`src/include/lmc_pkg.sv`:
```
// constants and carrier types for the line maintenance control registers
// Functional notes
// RQ1 - tx loop code register, reset 00001
// RQ2 - rx activate pattern register, reset 00001
// RQ3 - rx deactivate pattern register, reset 001001
// RQ4 - code length uses only low bits
// RQ5 - bit 6 rise inserts one violation
// RQ6 - bit 5 rise corrupts one prbs bit
// RQ7 - bit 4 selects ansi or fcc zeros
// RQ8 - error type field selects counted errors
// RQ9 - bit 1 selects manual or auto report
// RQ10 - bit 0 rise transfers count, clears counter
// RQ11 - mask bits: 1 masks, reset all ones
// RQ12 - mask bit order eq down to los
// RQ13 - two-bit length fields, 5 to 8 bits
// RQ14 - pattern select 11 sends loop code
package lmc_pkg;
    // register offsets
    localparam logic [7:0] LMC_OFS_TX_PATTERN_SEL_CTRL = 8'h0D;
    localparam logic [7:0] LMC_OFS_CODE_LEN  = 8'h0F;
    localparam logic [7:0] LMC_OFS_TX_CODE   = 8'h10;
    localparam logic [7:0] LMC_OFS_RX_ACT    = 8'h11;
    localparam logic [7:0] LMC_OFS_RX_DEACT  = 8'h12;
    localparam logic [7:0] LMC_OFS_ERR_CTRL  = 8'h13;
    localparam logic [7:0] LMC_OFS_ALM_MASK  = 8'h14;
    localparam logic [7:0] LMC_OFS_CNT_LOW   = 8'h20;
    localparam logic [7:0] LMC_OFS_CNT_HIGH  = 8'h21;
    // reset values
    localparam logic [7:0] LMC_RST_TX_CODE   = 8'h01;
    localparam logic [7:0] LMC_RST_RX_ACT    = 8'h01;
    localparam logic [7:0] LMC_RST_RX_DEACT  = 8'h09;
    localparam logic [7:0] LMC_RST_ERR_CTRL  = 8'h00;
    localparam logic [7:0] LMC_RST_ALM_MASK  = 8'hFF;
    localparam logic [7:0] LMC_RST_CODE_LEN  = 8'h01;
    localparam logic [7:0] LMC_RST_TX_PATTERN_SEL_CTRL = 8'h00;
    // error control fields
    localparam int LMC_BIT_VIOL_INS  = 6;
    localparam int LMC_BIT_PRBS_INS  = 5;
    localparam int LMC_BIT_EXCESS_ZERO_DEF_SEL   = 4;
    localparam int LMC_POS_ERR_SEL   = 2;
    localparam int LMC_BIT_CNT_MODE  = 1;
    localparam int LMC_BIT_COUNTER_TRANSFER   = 0;
    // length fields and pattern select field
    localparam int LMC_POS_TX_LEN    = 4;
    localparam int LMC_POS_ACT_LEN   = 2;
    localparam int LMC_POS_DEACT_LEN = 0;
    localparam int LMC_POS_TX_PATTERN_SEL      = 5;
    localparam logic [1:0] LMC_TX_PATTERN_SEL_LOOP_CODE = 2'b11;
    // error type selections
    localparam logic [1:0] LMC_ERR_PRBS   = 2'b00;
    localparam logic [1:0] LMC_ERR_EXZ    = 2'b01;
    localparam logic [1:0] LMC_ERR_CV     = 2'b10;
    localparam logic [1:0] LMC_ERR_CV_EXZ = 2'b11;
    // shortest code is five bits, length code 00
    localparam logic [2:0] LMC_MIN_TOP    = 3'd4;
    localparam logic [15:0] LMC_CNT_MAX   = 16'hFFFF;

    typedef struct packed {
        logic prbs;
        logic exz;
        logic cv;
    } lmc_err_t;

    typedef struct packed {
        logic [7:0] addr;
        logic [7:0] wdata;
        logic       wr;
        logic       rd;
    } lmc_req_t;
endpackage : lmc_pkg

```
`src/logic/lmc_regs.sv`:
```
// maintenance control register bank with error insert and counter
module lmc_regs
    import lmc_pkg::*;
(
    // clock and reset
    input  wire logic        mclk,
    input  wire logic        rst_n,
    // control interface
    input  wire lmc_req_t    req,
    output logic [7:0]       reg_rdata,
    // transmit path
    input  wire logic        tx_bit_en,
    input  wire logic        tx_data_in,
    output logic             tx_data_out,
    output logic             violation_insert,
    output logic             prbs_error_insert,
    // receive side setup and events
    input  wire lmc_err_t    err_evt,
    input  wire logic        one_second_tick,
    output logic [7:0]       rx_activate_pattern,
    output logic [7:0]       rx_deactivate_pattern,
    output logic             excess_zero_def_sel,
    output logic             counter_report_mode,
    output logic [7:0]       alarm_mask,
    // counter results
    output logic [7:0]       count_result_low,
    output logic [7:0]       count_result_high
);
    logic [7:0]  tx_code_r, rx_act_r, rx_deact_r, err_ctrl_r;
    logic [7:0]  alm_mask_r, code_len_r, tx_pattern_sel_ctrl_r, rdata_r;
    logic [7:0]  rx_act_out_r, rx_deact_out_r, cnt_lo_r, cnt_hi_r;
    logic [15:0] err_cnt_r, err_cnt_nxt;
    logic        tx_out_r, viol_r, prbs_ins_r;
    logic        code_bit;

    // decode
    wire wr_code  = req.wr && req.addr == LMC_OFS_TX_CODE;
    wire wr_act   = req.wr && req.addr == LMC_OFS_RX_ACT;
    wire wr_deact = req.wr && req.addr == LMC_OFS_RX_DEACT;
    wire wr_ctrl  = req.wr && req.addr == LMC_OFS_ERR_CTRL;
    wire wr_mask  = req.wr && req.addr == LMC_OFS_ALM_MASK;
    wire wr_len   = req.wr && req.addr == LMC_OFS_CODE_LEN;
    wire wr_tx_pattern_sel  = req.wr && req.addr == LMC_OFS_TX_PATTERN_SEL_CTRL;

    // single-shot actions fire only on a written 0 to 1 change
    wire viol_rise = wr_ctrl && req.wdata[LMC_BIT_VIOL_INS]
                     && !err_ctrl_r[LMC_BIT_VIOL_INS]; // [RQ5]
    wire prbs_rise = wr_ctrl && req.wdata[LMC_BIT_PRBS_INS]
                     && !err_ctrl_r[LMC_BIT_PRBS_INS]; // [RQ6]
    wire trf_rise  = wr_ctrl && req.wdata[LMC_BIT_COUNTER_TRANSFER]
                     && !err_ctrl_r[LMC_BIT_COUNTER_TRANSFER]; // [RQ10]
    wire auto_mode = err_ctrl_r[LMC_BIT_CNT_MODE]; // [RQ9]
    wire transfer  = trf_rise || (auto_mode && one_second_tick); // [RQ9]

    wire [1:0] err_sel   = err_ctrl_r[LMC_POS_ERR_SEL +: 2];
    wire [1:0] tx_len    = code_len_r[LMC_POS_TX_LEN +: 2];
    wire [1:0] act_len   = code_len_r[LMC_POS_ACT_LEN +: 2];
    wire [1:0] deact_len = code_len_r[LMC_POS_DEACT_LEN +: 2];
    wire       loop_sel  = tx_pattern_sel_ctrl_r[LMC_POS_TX_PATTERN_SEL +: 2]
                           == LMC_TX_PATTERN_SEL_LOOP_CODE; // [RQ14]
    wire [7:0] act_mask   = 8'hFF >> (2'd3 - act_len); // [RQ4]
    wire [7:0] deact_mask = 8'hFF >> (2'd3 - deact_len); // [RQ4]

    // error selection; both types at once add two
    wire [1:0] inc =
        (err_sel == LMC_ERR_PRBS) ? {1'b0, err_evt.prbs} :
        (err_sel == LMC_ERR_EXZ)  ? {1'b0, err_evt.exz}  :
        (err_sel == LMC_ERR_CV)   ? {1'b0, err_evt.cv}   :
        {1'b0, err_evt.cv} + {1'b0, err_evt.exz}; // [RQ8]
    wire [16:0] cnt_sum  = {1'b0, err_cnt_r} + {15'h0000, inc};
    // saturate rather than wrap so a stale count is never small
    wire [15:0] cnt_sat  = cnt_sum[16] ? LMC_CNT_MAX : cnt_sum[15:0];
    // an event in the transfer cycle starts the new count
    assign err_cnt_nxt = transfer ? {14'h0000, inc} : cnt_sat; // [RQ10]

    wire [7:0] rd_mux =
        (req.addr == LMC_OFS_TX_CODE)   ? tx_code_r   :
        (req.addr == LMC_OFS_RX_ACT)    ? rx_act_r    :
        (req.addr == LMC_OFS_RX_DEACT)  ? rx_deact_r  :
        (req.addr == LMC_OFS_ERR_CTRL)  ? err_ctrl_r  :
        (req.addr == LMC_OFS_ALM_MASK)  ? alm_mask_r  :
        (req.addr == LMC_OFS_CODE_LEN)  ? code_len_r  :
        (req.addr == LMC_OFS_TX_PATTERN_SEL_CTRL) ? tx_pattern_sel_ctrl_r :
        (req.addr == LMC_OFS_CNT_LOW)   ? cnt_lo_r    :
        (req.addr == LMC_OFS_CNT_HIGH)  ? cnt_hi_r    : 8'h00;

    lmc_code_gen u_code_gen (
        .mclk     (mclk),
        .rst_n    (rst_n),
        .code     (tx_code_r),
        .len      (tx_len),
        .bit_en   (tx_bit_en),
        .restart  (!loop_sel),
        .code_bit (code_bit)
    );

    always_ff @(posedge mclk or negedge rst_n)
    begin
        if (!rst_n)
        begin
            tx_code_r   <= LMC_RST_TX_CODE; // [RQ1]
            rx_act_r    <= LMC_RST_RX_ACT; // [RQ2]
            rx_deact_r  <= LMC_RST_RX_DEACT; // [RQ3]
            err_ctrl_r  <= LMC_RST_ERR_CTRL;
            alm_mask_r  <= LMC_RST_ALM_MASK; // [RQ11]
            code_len_r  <= LMC_RST_CODE_LEN; // [RQ13]
            tx_pattern_sel_ctrl_r <= LMC_RST_TX_PATTERN_SEL_CTRL;
        end
        else
        begin
            if (wr_code)  tx_code_r   <= req.wdata; // [RQ1]
            if (wr_act)   rx_act_r    <= req.wdata; // [RQ2]
            if (wr_deact) rx_deact_r  <= req.wdata; // [RQ3]
            if (wr_ctrl)  err_ctrl_r  <= req.wdata & 8'h7F;
            if (wr_mask)  alm_mask_r  <= req.wdata; // [RQ11] [RQ12]
            if (wr_len)   code_len_r  <= req.wdata & 8'h3F; // [RQ13]
            if (wr_tx_pattern_sel)  tx_pattern_sel_ctrl_r <= req.wdata & 8'h60;
        end
    end

    always_ff @(posedge mclk or negedge rst_n)
    begin
        if (!rst_n)
        begin
            err_cnt_r <= 16'h0000;
            cnt_lo_r  <= 8'h00;
            cnt_hi_r  <= 8'h00;
        end
        else
        begin
            err_cnt_r <= err_cnt_nxt; // [RQ8]
            if (transfer)
            begin
                cnt_lo_r <= err_cnt_r[7:0]; // [RQ10]
                cnt_hi_r <= err_cnt_r[15:8]; // [RQ10]
            end
        end
    end

    always_ff @(posedge mclk or negedge rst_n)
    begin
        if (!rst_n)
        begin
            tx_out_r       <= 1'b0;
            viol_r         <= 1'b0;
            prbs_ins_r     <= 1'b0;
            rdata_r        <= 8'h00;
            rx_act_out_r   <= 8'h00;
            rx_deact_out_r <= 8'h00;
        end
        else
        begin
            tx_out_r       <= loop_sel ? code_bit : tx_data_in; // [RQ14]
            viol_r         <= viol_rise; // [RQ5]
            prbs_ins_r     <= prbs_rise; // [RQ6]
            rx_act_out_r   <= rx_act_r & act_mask; // [RQ4]
            rx_deact_out_r <= rx_deact_r & deact_mask; // [RQ4]
            if (req.rd)
                rdata_r <= rd_mux;
        end
    end

    assign tx_data_out           = tx_out_r;
    assign violation_insert      = viol_r;
    assign prbs_error_insert     = prbs_ins_r;
    assign rx_activate_pattern   = rx_act_out_r;
    assign rx_deactivate_pattern = rx_deact_out_r;
    assign excess_zero_def_sel   = err_ctrl_r[LMC_BIT_EXCESS_ZERO_DEF_SEL]; // [RQ7]
    assign counter_report_mode   = err_ctrl_r[LMC_BIT_CNT_MODE]; // [RQ9]
    assign alarm_mask            = alm_mask_r; // [RQ11] [RQ12]
    assign count_result_low      = cnt_lo_r;
    assign count_result_high     = cnt_hi_r;
    assign reg_rdata             = rdata_r;
endmodule : lmc_regs

```
`src/logic/lmc_code_gen.sv`:
```
// serialiser that repeats the low bits of a loop code
module lmc_code_gen
    import lmc_pkg::*;
(
    // clock and reset
    input  wire logic       mclk,
    input  wire logic       rst_n,
    // code and control
    input  wire logic [7:0] code,
    input  wire logic [1:0] len,
    input  wire logic       bit_en,
    input  wire logic       restart,
    // serial code bit
    output logic            code_bit
);
    logic [2:0] idx_r;
    logic [2:0] idx_nxt;
    wire  [2:0] top_idx = {1'b0, len} + LMC_MIN_TOP;

    // msb of the selected length goes first; upper bits never reached
    assign code_bit = code[idx_r]; // [RQ4]
    assign idx_nxt  = (restart || idx_r == 3'd0 || idx_r > top_idx)
                    ? top_idx : idx_r - 3'd1;

    always_ff @(posedge mclk or negedge rst_n)
    begin
        if (!rst_n)
            idx_r <= LMC_MIN_TOP;
        // a shortened length pulls the index back at once, not at next bit
        else if (bit_en || restart || idx_r > top_idx)
            idx_r <= idx_nxt; // [RQ4] [RQ13]
    end
endmodule : lmc_code_gen

```
`config.mk`:
```
export PLATFORM = sky130hd
export DESIGN_NAME = lmc_regs
export DESIGN_NICKNAME = d
export VERILOG_FILES = /design/src/include/lmc_pkg.sv /design/src/logic/lmc_regs.sv /design/src/logic/lmc_code_gen.sv
export SDC_FILE = /design/constraint.sdc
export NUM_CORES = 1
export LEC_CHECK = 0
export BUFFER_PORTS_ARGS = -buffer_cell sky130_fd_sc_hd__buf_2
export CORE_ASPECT_RATIO = 1.2
export CORE_UTILIZATION = 35
export CTS_CLUSTER_DIAMETER = 100
export DETAILED_ROUTE_END_ITERATION = 12
export GPL_ROUTABILITY_DRIVEN = 0
export SLEW_MARGIN = 20
export SYNTH_ARGS = -nofsm -noshare
export SYNTH_HDL_FRONTEND = slang
export SYNTH_HIERARCHICAL = 1
export SYNTH_SLANG_ARGS = --single-unit
```
`constraint.sdc`:
```
create_clock -name mclk -period 2.9 [get_ports mclk]
set_input_delay 0.87 -clock mclk [delete_from_list [all_inputs] [get_ports mclk]]
set_output_delay 0.87 -clock mclk [all_outputs]
set_load 0.01 [all_outputs]
```
==> impl_metrics.toml, run 1 <==
[status]
outcome = "completed"

[setup_path]
endpoint = "err_cnt_r[5]$_DFF_PN0_"
reg2reg_to = "err_cnt_r[5]$_DFF_PN0_"
path_common_cell = "ha_1"
path_buf_inv = 3
r2r_cells = 8
path_cells = "buf_2, ha_1, mux4_2, ha_1, inv_1, fa_1, nor4b_4, nand3_2, buf_4, a21oi_1"
r2r-start = "err_ctrl_r[2]$_DFFE_PN0P_"
path_max_fanout = 7
critical_path_class = "input pin to flop"
ff2ff_setup_slack_ns = 0.49
cpPeakStageDelay_ns = 0.42
cp.arrival_ns = 3.01
cp-start-kind = "input pin"
startpoint = "err_evt[0]"
endpoint_kind = "flop"
crit_family = "adder cells"
worstPathRequired_ns = 3.17
slowest_stage = "fa_1"
cp_num_cells = 10

[placement]
hpwlAfterDp_um = 10400
post_dp_cell_area_mm2 = 0.00600
place_inst = 727
place_ws_ns = -0.199
io_buffers = 78

[synthesis]
syn-num-nets = 481
muxShareOfSynthArea_pct = 16.5
synth_area_per_cell_um2 = 11.8
synth_top_flop_cell = "dfrtp_1"
synth_enable_flop_cells = 0
ys_ff_latch = 109
synth_compound_area_share_pct = 10.6
yosysSeqAreaShare_pct = 52.1
syn_inst = 447
yosys.area_share.adder_pct = 2.04
synth_simple_gate_area_share_pct = 13.8
synth_top_family_by_area = "multiplexers"
yosysWarningCount = 6
ys_types = 64
syn_area_mm2 = 0.00527
ys_async_sr_fraction_pct = 100
synth_xor_area_share_pct = 2.00

[clocking]
postCtsResizedCells = 0
clockRootBuffer = "clkbuf_16"
cts_sinks = 109
holdBufCountCts = 0
cts_tree = "yes"
h-tree-depth = 3
post_cts_buffers = 0
cts_made_buffers = 9
path_clk_slew_ns = 0.07
clockBufferDepth = 2
clock_latency_ns = 0.35

[route]
drt-vias-per-instance = 5.28
wl_um = 14100
vias = 3925
post-route-drc-count = 0
drtAntennaViolNets = 0
wl_per_cell_um = 19.0
drt_iter0_markers = 208
dr.pass1.iters = 4

[hold_path]
min_path_type = "flop to flop"

[pwr]
p_leak_nw = 3.05
ir_worst_vdd_mv = 0.324
total_power_mw = 3.53
power.density_mw_per_mm2 = 560

[run]
maxCapViolCount = 0

[global_route]
grt_pass1_wl_um = 22500
grt_pass1_vias = 4024
met2_usage_pct = 32.3
antenna_found_initial = 0
gr-total-overflow = 0
met3_usage_pct = 2.94
grt-busiest-layer = "met2"
grt_max_degree = 46
use_met1_pct = 24.8
gr-usage-all-layers_pct = 19.4

[finish]
drive_gt1_share_pct = 38.3
nets = 572
final_common_cell = "dfrtp_1"
utilization_pct = 43.3
fillers = 1438
areaGrowthSynthToFinish_pct = 19.6
layout_common_cells = "95 x dfrtp_1, 77 x buf_2, 59 x mux2_2, 31 x nand2_1, 27 x a21oi_1"
antenna_cells = 0
final-instance-count-excl-fill = 743
final_area_mm2 = 0.00630

[timing]
clock_skew_ns = 0.00881
final.min_clock_period_ns = 2.74
tightest_slew_ns = 0.532
fin_crit_sh_pct = 94.6
setup_viol = 0
fin_hold_ws_ns = 0.401
hold_viol = 0
fmax_mhz = 365
setup_tns_ns = 0
rsz0062_at_grt = "false"
setup_ws_ns = 0.157
relSlewSlack_pct = 64.4
slew_violations = 0

[floorplan]
dieHeight_um = 136
core_mm2 = 0.0145
rows = 48
die_w_um = 114
initial_utilization_pct = 36.2
ios = 79
dieArea_mm2 = 0.0155
routing by layer:
| layer | wire length (µm) | part of all wire (%) |
|---|---|---|
| met4 | 364 | 2.6 |
| met3 | 740 | 5.2 |
| met5 | 0 | 0 |
| met1 | 6050 | 43 |
| met2 | 6990 | 49 |
Yosys cell counts (all sizes together), types with 9 or more instances:
cell type / instances / area [µm²]
nor2: 20 / 75.1
nand2b: 9 / 63.8
nor3: 16 / 85.1
nand2: 31 / 116
dfstp: 14 / 368
o21ai: 18 / 93.8
a21oi: 27 / 135
clkbuf: 11 / 41.3
nand3: 20 / 100
mux2: 67 / 785
inv: 10 / 37.5
dfrtp: 95 / 2380
buf: 9 / 70.1
power breakdown:
group	switching (mW)	internal, mW	leakage [nW]
logic	0.264	0.234	1.46
registers	0.132	1.65	1.44
clock network	0.552	0.697	0.140
total	0.948	2.58	3.05
registers in the layout, summed over array words and instances (netlist names), 3 cells and up:
name and flops:
rx_activate_pattern 8, rx_deactivate_pattern 8, u_code_gen/idx_r 3, reg_rdata 8, count_result_high 8, rx_act_r 8, rx_deact_r 8, alarm_mask 8
count_result_low 8, tx_code_r 8, err_cnt_r 16, code_len_r 6, err_ctrl_r 7
worst register-to-register path: stages (launching register included):
cell     delay, ns
dfrtp_1       0.43
mux4_2        0.37
ha_1          0.16
inv_1         0.05
fa_1          0.42
nor4b_4       0.30
nand3_2       0.23
buf_4         0.22
a21oi_1       0.13
cell families (layout without fill, tap and decap cells):
kind of cell               count (synthesis)  in the layout
and+or+nand+nor                          132            132
xor gates and xnor gates                  12             12
adders and majority gates                  8              8
muxes                                     71             71
buffers and inverters                     31            127
DFF                                      109            109
AOI/OAI and AO/OA                         84             84
worst min-delay path by stage:
| stage | end | from | slack [ns] | cells after the start |
|---|---|---|---|---|
| 3_5_place_dp | rx_deactivate_pattern[1]$_DFF_PN0_ | rx_deact_r[1]$_DFFE_PN0P_ | 0.39 | 0 |
| 2_1_floorplan | rx_activate_pattern[1]$_DFF_PN0_ | rx_act_r[1]$_DFFE_PN0P_ | 0.37 | 0 |
| 5_1_grt | rx_deactivate_pattern[1]$_DFF_PN0_ | rx_deact_r[1]$_DFFE_PN0P_ | 0.42 | 0 |
| 6_report | rx_deactivate_pattern[1]$_DFF_PN0_ | rx_deact_r[1]$_DFFE_PN0P_ | 0.40 | 0 |
| 4_1_cts | rx_activate_pattern[3]$_DFF_PN0_ | rx_act_r[3]$_DFFE_PN0P_ | 0.40 | 0 |
| 3_3_place_gp | rx_deactivate_pattern[4]$_DFF_PN0_ | rx_deact_r[4]$_DFFE_PN0P_ | 0.39 | 0 |
area by class of cell:
type | count | area (µm²) | share of cell area, %
Multi-Input combinational cell | 307 | 2380 | 37.8
Timing Repair Buffer | 100 | 583 | 9.26
Clock buffer | 13 | 250 | 3.97
Clock inverter | 3 | 46.3 | 0.735
Sequential cell | 109 | 2750 | 43.6
Tap cell | 200 | 250 | 3.97
Inverter | 11 | 41.3 | 0.655
Power figures use the tool's default switching activity.
==> run 2, diff against run 1 <==
--- a/config.mk
+++ b/config.mk
@@ -7,7 +7,7 @@
 export LEC_CHECK = 0
 export BUFFER_PORTS_ARGS = -buffer_cell sky130_fd_sc_hd__buf_2
 export CORE_ASPECT_RATIO = 1.2
-export CORE_UTILIZATION = 35
+export CORE_UTILIZATION = 30
 export CTS_CLUSTER_DIAMETER = 100
 export DETAILED_ROUTE_END_ITERATION = 12
 export GPL_ROUTABILITY_DRIVEN = 0
==> run 2 against run 1 <==
Compared with the run above: count of clock-buffer cells in the layout fell by 4; cell area up 0.40%; wire length grew 1.3%; critical path depth is 1 higher; sequential share of layout area fell by 0.17 points.
==> impl_metrics.toml, run 2 (same netlist as run 1, synthesis figures left out) <==
[status]
outcome = "completed"

[finish]
regMostFlops = "err_cnt_r"
drive_gt1_share_pct = 38.6
largest_reg_flops = 16
layout_common_cells = "95 x dfrtp_1, 77 x buf_2, 59 x mux2_2, 31 x nand2_1, 27 x a21oi_1"
final_common_cell = "dfrtp_1"
antenna_cells = 0
nets = 570
areaGrowthSynthToFinish_pct = 20.1

[floorplan]
die_w_um = 123
dieArea_mm2 = 0.0181
core_mm2 = 0.0170
ios = 79
initial_utilization_pct = 30.9
dieHeight_um = 147
rows = 52

[clocking]
holdBufCountCts = 0
clockRootBuffer = "clkbuf_16"
postCtsResizedCells = 0
cts_sinks = 109
clock_latency_ns = 0.36
post_cts_buffers = 0
cts_made_buffers = 9
path_clk_slew_ns = 0.08
h-tree-depth = 3
cts_tree = "yes"
clockBufferDepth = 2

[pwr]
ir_worst_vdd_mv = 0.317
total_power_mw = 3.57
power.density_mw_per_mm2 = 565
p_leak_nw = 3.05

[setup_path]
r2r-start = "err_ctrl_r[2]$_DFFE_PN0P_"
cp-start-kind = "input pin"
ff2ff_setup_slack_ns = 0.45
endpoint_kind = "flop"
reg2reg_to = "err_cnt_r[8]$_DFF_PN0_"
critical_path_class = "input pin to flop"
cp.arrival_ns = 3.02
worstPathRequired_ns = 3.18
r2r_cells = 9
path_max_fanout = 3

[global_route]
grt_max_degree = 40
grt_pass1_wl_um = 22300
antenna_found_initial = 0
gr-total-overflow = 0
grt_pass1_vias = 4009
gr-usage-all-layers_pct = 16.5

[placement]
hpwlAfterDp_um = 10700
place_ws_ns = -0.156
io_buffers = 78

[hold_path]
hold-path-endpoint = "rx_activate_pattern[1]$_DFF_PN0_"
hold_start = "rx_act_r[1]$_DFFE_PN0P_"
min_path_type = "flop to flop"
hold_path_depth = 0

[route]
wl_um = 14300
dr.pass1.iters = 5
drt_iter0_markers = 199
vias = 3989
drtAntennaViolNets = 0
wl_per_cell_um = 18.9
post-route-drc-count = 0
drt-vias-per-instance = 5.27

[timing]
relSlewSlack_pct = 61.8
setup_ws_ns = 0.157
rsz0062_at_grt = "false"
fin_crit_sh_pct = 94.6
slew_violations = 0
final.min_clock_period_ns = 2.74
clock_skew_ns = 0.0119
tightest_slew_ns = 0.571
setup_viol = 0
fmax_mhz = 365
hold_viol = 0

[run]
maxCapViolCount = 0
run 2: cell types whose count changed in the layout (fill, tap and decap cells not counted), sizes merged:
cell and delta:
buf -2, clkbuf -4, inv +4
run 2: routing by layer:
layer	global-route usage [%]	vias to the layer above	routed length, µm
met4	8.17	0	450
met5	0	-	0
met3	3.45	27	728
li1	-	1839	-
met1	20.8	1992	6220
met2	26.4	131	6930
run 2: how the worst max path moves through the flow:
stage          startpoint                 endpoint
2_1_floorplan  err_evt[0]  err_cnt_r[10]$_DFF_PN0_
3_3_place_gp   err_evt[0]  err_cnt_r[13]$_DFF_PN0_
3_5_place_dp   err_evt[0]   err_cnt_r[8]$_DFF_PN0_
4_1_cts        err_evt[0]   err_cnt_r[8]$_DFF_PN0_
5_1_grt        err_evt[0]   err_cnt_r[8]$_DFF_PN0_
6_report       err_evt[0]   err_cnt_r[8]$_DFF_PN0_
run 2: layout make-up:
type                            instances  area, µm²
Inverter                               11       41.3
Multi-Input combinational cell        307       2380
Clock inverter                          7       91.3
Clock buffer                            9        225
Timing Repair Buffer                   98        568
Sequential cell                       109       2750
Tap cell                              216        270
Fill cell                            1710      10700
run 2: worst max-delay path, cell delays in order:
cell,delay [ns]
buf_2,0.10
ha_1,0.26
mux4_2,0.24
ha_1,0.16
inv_1,0.05
fa_1,0.43
buf_4,0.17
nor2_1,0.23
nand4_1,0.18
xor2_1,0.18
a21oi_1,0.15
run 2: power by group:
| part | total (mW) | internal, mW | switching, mW | leakage [nW] |
|---|---|---|---|---|
| Sequential | 1.78 | 1.65 | 0.128 | 1.44 |
| Combinational | 0.492 | 0.228 | 0.263 | 1.45 |
| Clock | 1.31 | 0.693 | 0.612 | 0.152 |
run 2: per-stage QoR:
step / instance area (µm²) / utilization (%) / TNS (ns) / hold WS, ns / cells
after floorplan: 5280 / - / 0 / 0.369 / 447
final: 6320 / 37.1 / 0 / 0.407 / 757
after CTS: 6320 / 37.1 / 0 / 0.411 / 757
after global placement: 6010 / 35.2 / -1.03 / 0.390 / 741
after detailed placement: 6010 / 35.2 / -1.83 / 0.394 / 741
after global routing: 6320 / 37.1 / 0 / 0.421 / 757
==> run 3, diff against run 2 <==
--- a/config.mk
+++ b/config.mk
@@ -11,6 +11,7 @@
 export CTS_CLUSTER_DIAMETER = 100
 export DETAILED_ROUTE_END_ITERATION = 12
 export GPL_ROUTABILITY_DRIVEN = 0
+export RECOVER_POWER = 25
 export SLEW_MARGIN = 20
 export SYNTH_ARGS = -nofsm -noshare
 export SYNTH_HDL_FRONTEND = slang
==> run 3 against run 2 <==
Compared with the run above: sequential share of layout area increased by 0.15 points; sequential power is essentially flat; global-route usage unchanged; utilization decreased by 0.12 points; critical path type unchanged; largest cell class unchanged.
==> impl_metrics.toml, run 3 (same netlist as run 1, synthesis figures left out) <==
[global_route]
grt_max_degree = 40
antenna_found_initial = 0
gr-usage-all-layers_pct = 16.5
grt_pass1_vias = 4009
grt_pass1_wl_um = 22300
gr-total-overflow = 0

[status]
outcome = "completed"

[placement]
io_buffers = 78
place_inst = 741
hpwlAfterDp_um = 10700
post_dp_cell_area_mm2 = 0.00601

[timing]
fin_crit_sh_pct = 94.2
rsz0062_at_grt = "false"
slew_violations = 0
final.min_clock_period_ns = 2.73
setup_viol = 0
relSlewSlack_pct = 32.9
setup_tns_ns = 0
fmax_mhz = 366
tightest_slew_ns = 1.01
clock_skew_ns = 0.0119
hold_viol = 0

[floorplan]
dieArea_mm2 = 0.0181
initial_utilization_pct = 30.9
ios = 79
dieHeight_um = 147
rows = 52
core_mm2 = 0.0170
die_w_um = 123

[setup_path]
worstPathRequired_ns = 3.18
cp-start-kind = "input pin"
path_max_fanout = 3
cp.arrival_ns = 3.01
critical_path_class = "input pin to flop"
endpoint_kind = "flop"

[finish]
utilization_pct = 37.0
final-instance-count-excl-fill = 757
nets = 570
regMostFlops = "err_cnt_r"
largest_reg_flops = 16
areaGrowthSynthToFinish_pct = 19.7
layout_common_cells = "95 x dfrtp_1, 77 x buf_2, 59 x mux2_2, 31 x nand2_1, 27 x a21oi_1"
drive_gt1_share_pct = 37.7
final_area_mm2 = 0.00630
final_common_cell = "dfrtp_1"
antenna_cells = 0

[pwr]
ir_worst_vdd_mv = 0.315
p_leak_nw = 3.04
power.density_mw_per_mm2 = 566

[route]
wl_um = 14300
post-route-drc-count = 0
wl_per_cell_um = 18.9
drtAntennaViolNets = 0
dr.pass1.iters = 5
drt-vias-per-instance = 5.26
drt_iter0_markers = 199
vias = 3981

[clocking]
postCtsResizedCells = 0
holdBufCountCts = 0
clockBufferDepth = 2
post_cts_buffers = 0
clock_latency_ns = 0.36
clockRootBuffer = "clkbuf_16"
path_clk_slew_ns = 0.08
h-tree-depth = 3
cts_tree = "yes"
cts_made_buffers = 9
cts_sinks = 109

[run]
maxCapViolCount = 0

[hold_path]
min_path_type = "flop to flop"
==> run 3: cell count changes in the layout (fill, tap and decap cells not counted) <==
cell | before | now
clkbuf_2 | 0 | 2
buf_12 | 2 | 1
dfstp_1 | 0 | 4
clkbuf_1 | 0 | 1
buf_4 | 19 | 17
and2_0 | 0 | 1
dfstp_2 | 14 | 10
and2_1 | 3 | 2
==> run 3: routing by layer <==
layer / vias to the layer above / part of all wire (%) / track usage [%]
met4: 0 / 3.1 / 8.17
met2: 128 / 48 / 26.4
met5: - / 0 / 0
met3: 27 / 5.0 / 3.45
li1: 1836 / - / -
met1: 1990 / 44 / 20.8
==> run 3: final timing paths <==
path                                            from                                to  slack (ns)  cells after the start
min in group asynchronous                      rst_n  count_result_high[6]$_DFFE_PN0N_        0.68                      1
max                                       err_evt[0]            err_cnt_r[8]$_DFF_PN0_        0.17                     11
max reg2reg                err_ctrl_r[2]$_DFFE_PN0P_            err_cnt_r[8]$_DFF_PN0_        0.46                      9
min reg2reg                  rx_act_r[1]$_DFFE_PN0P_  rx_activate_pattern[1]$_DFF_PN0_        0.41                      0
min                          rx_act_r[1]$_DFFE_PN0P_  rx_activate_pattern[1]$_DFF_PN0_        0.41                      0
max in group asynchronous                      rst_n           rx_act_r[3]$_DFFE_PN0P_        0.75                      2
==> run 3: layout make-up <==
type / count / area, µm²
fill: 1712 / 10700
sequential: 109 / 2750
multi-input combinational: 307 / 2380
timing repair buffer: 98 / 547
tap: 216 / 270
clock buffer: 9 / 225
clock inverter: 7 / 91.3
inverter: 11 / 41.3
==> run 3: report_power, final <==
part           internal (mW)  leakage [nW]  switching, mW
Combinational          0.225          1.44          0.263
Clock                  0.693         0.152          0.611
Sequential              1.65          1.44          0.128
==> run 3: critical path, cell delays in order <==
cell and delay [ns]:
buf_2 0.10, ha_1 0.26, mux4_2 0.24, ha_1 0.16
inv_1 0.05, fa_1 0.42, buf_4 0.17, nor2_1 0.23
nand4_1 0.17, xor2_1 0.17, a21oi_1 0.15
==> run 3: through the flow <==
stage / hold slack, ns / setup WS (ns) / power, mW
3_3_place_gp: 0.390 / -0.0939 / 2.28
2_1_floorplan: 0.369 / 0.0177 / 2.06
6_report: 0.407 / 0.169 / 3.57
3_5_place_dp: 0.394 / -0.156 / 2.30
4_1_cts: 0.411 / 0.219 / 3.60
5_1_grt: 0.429 / 0.0636 / 3.73
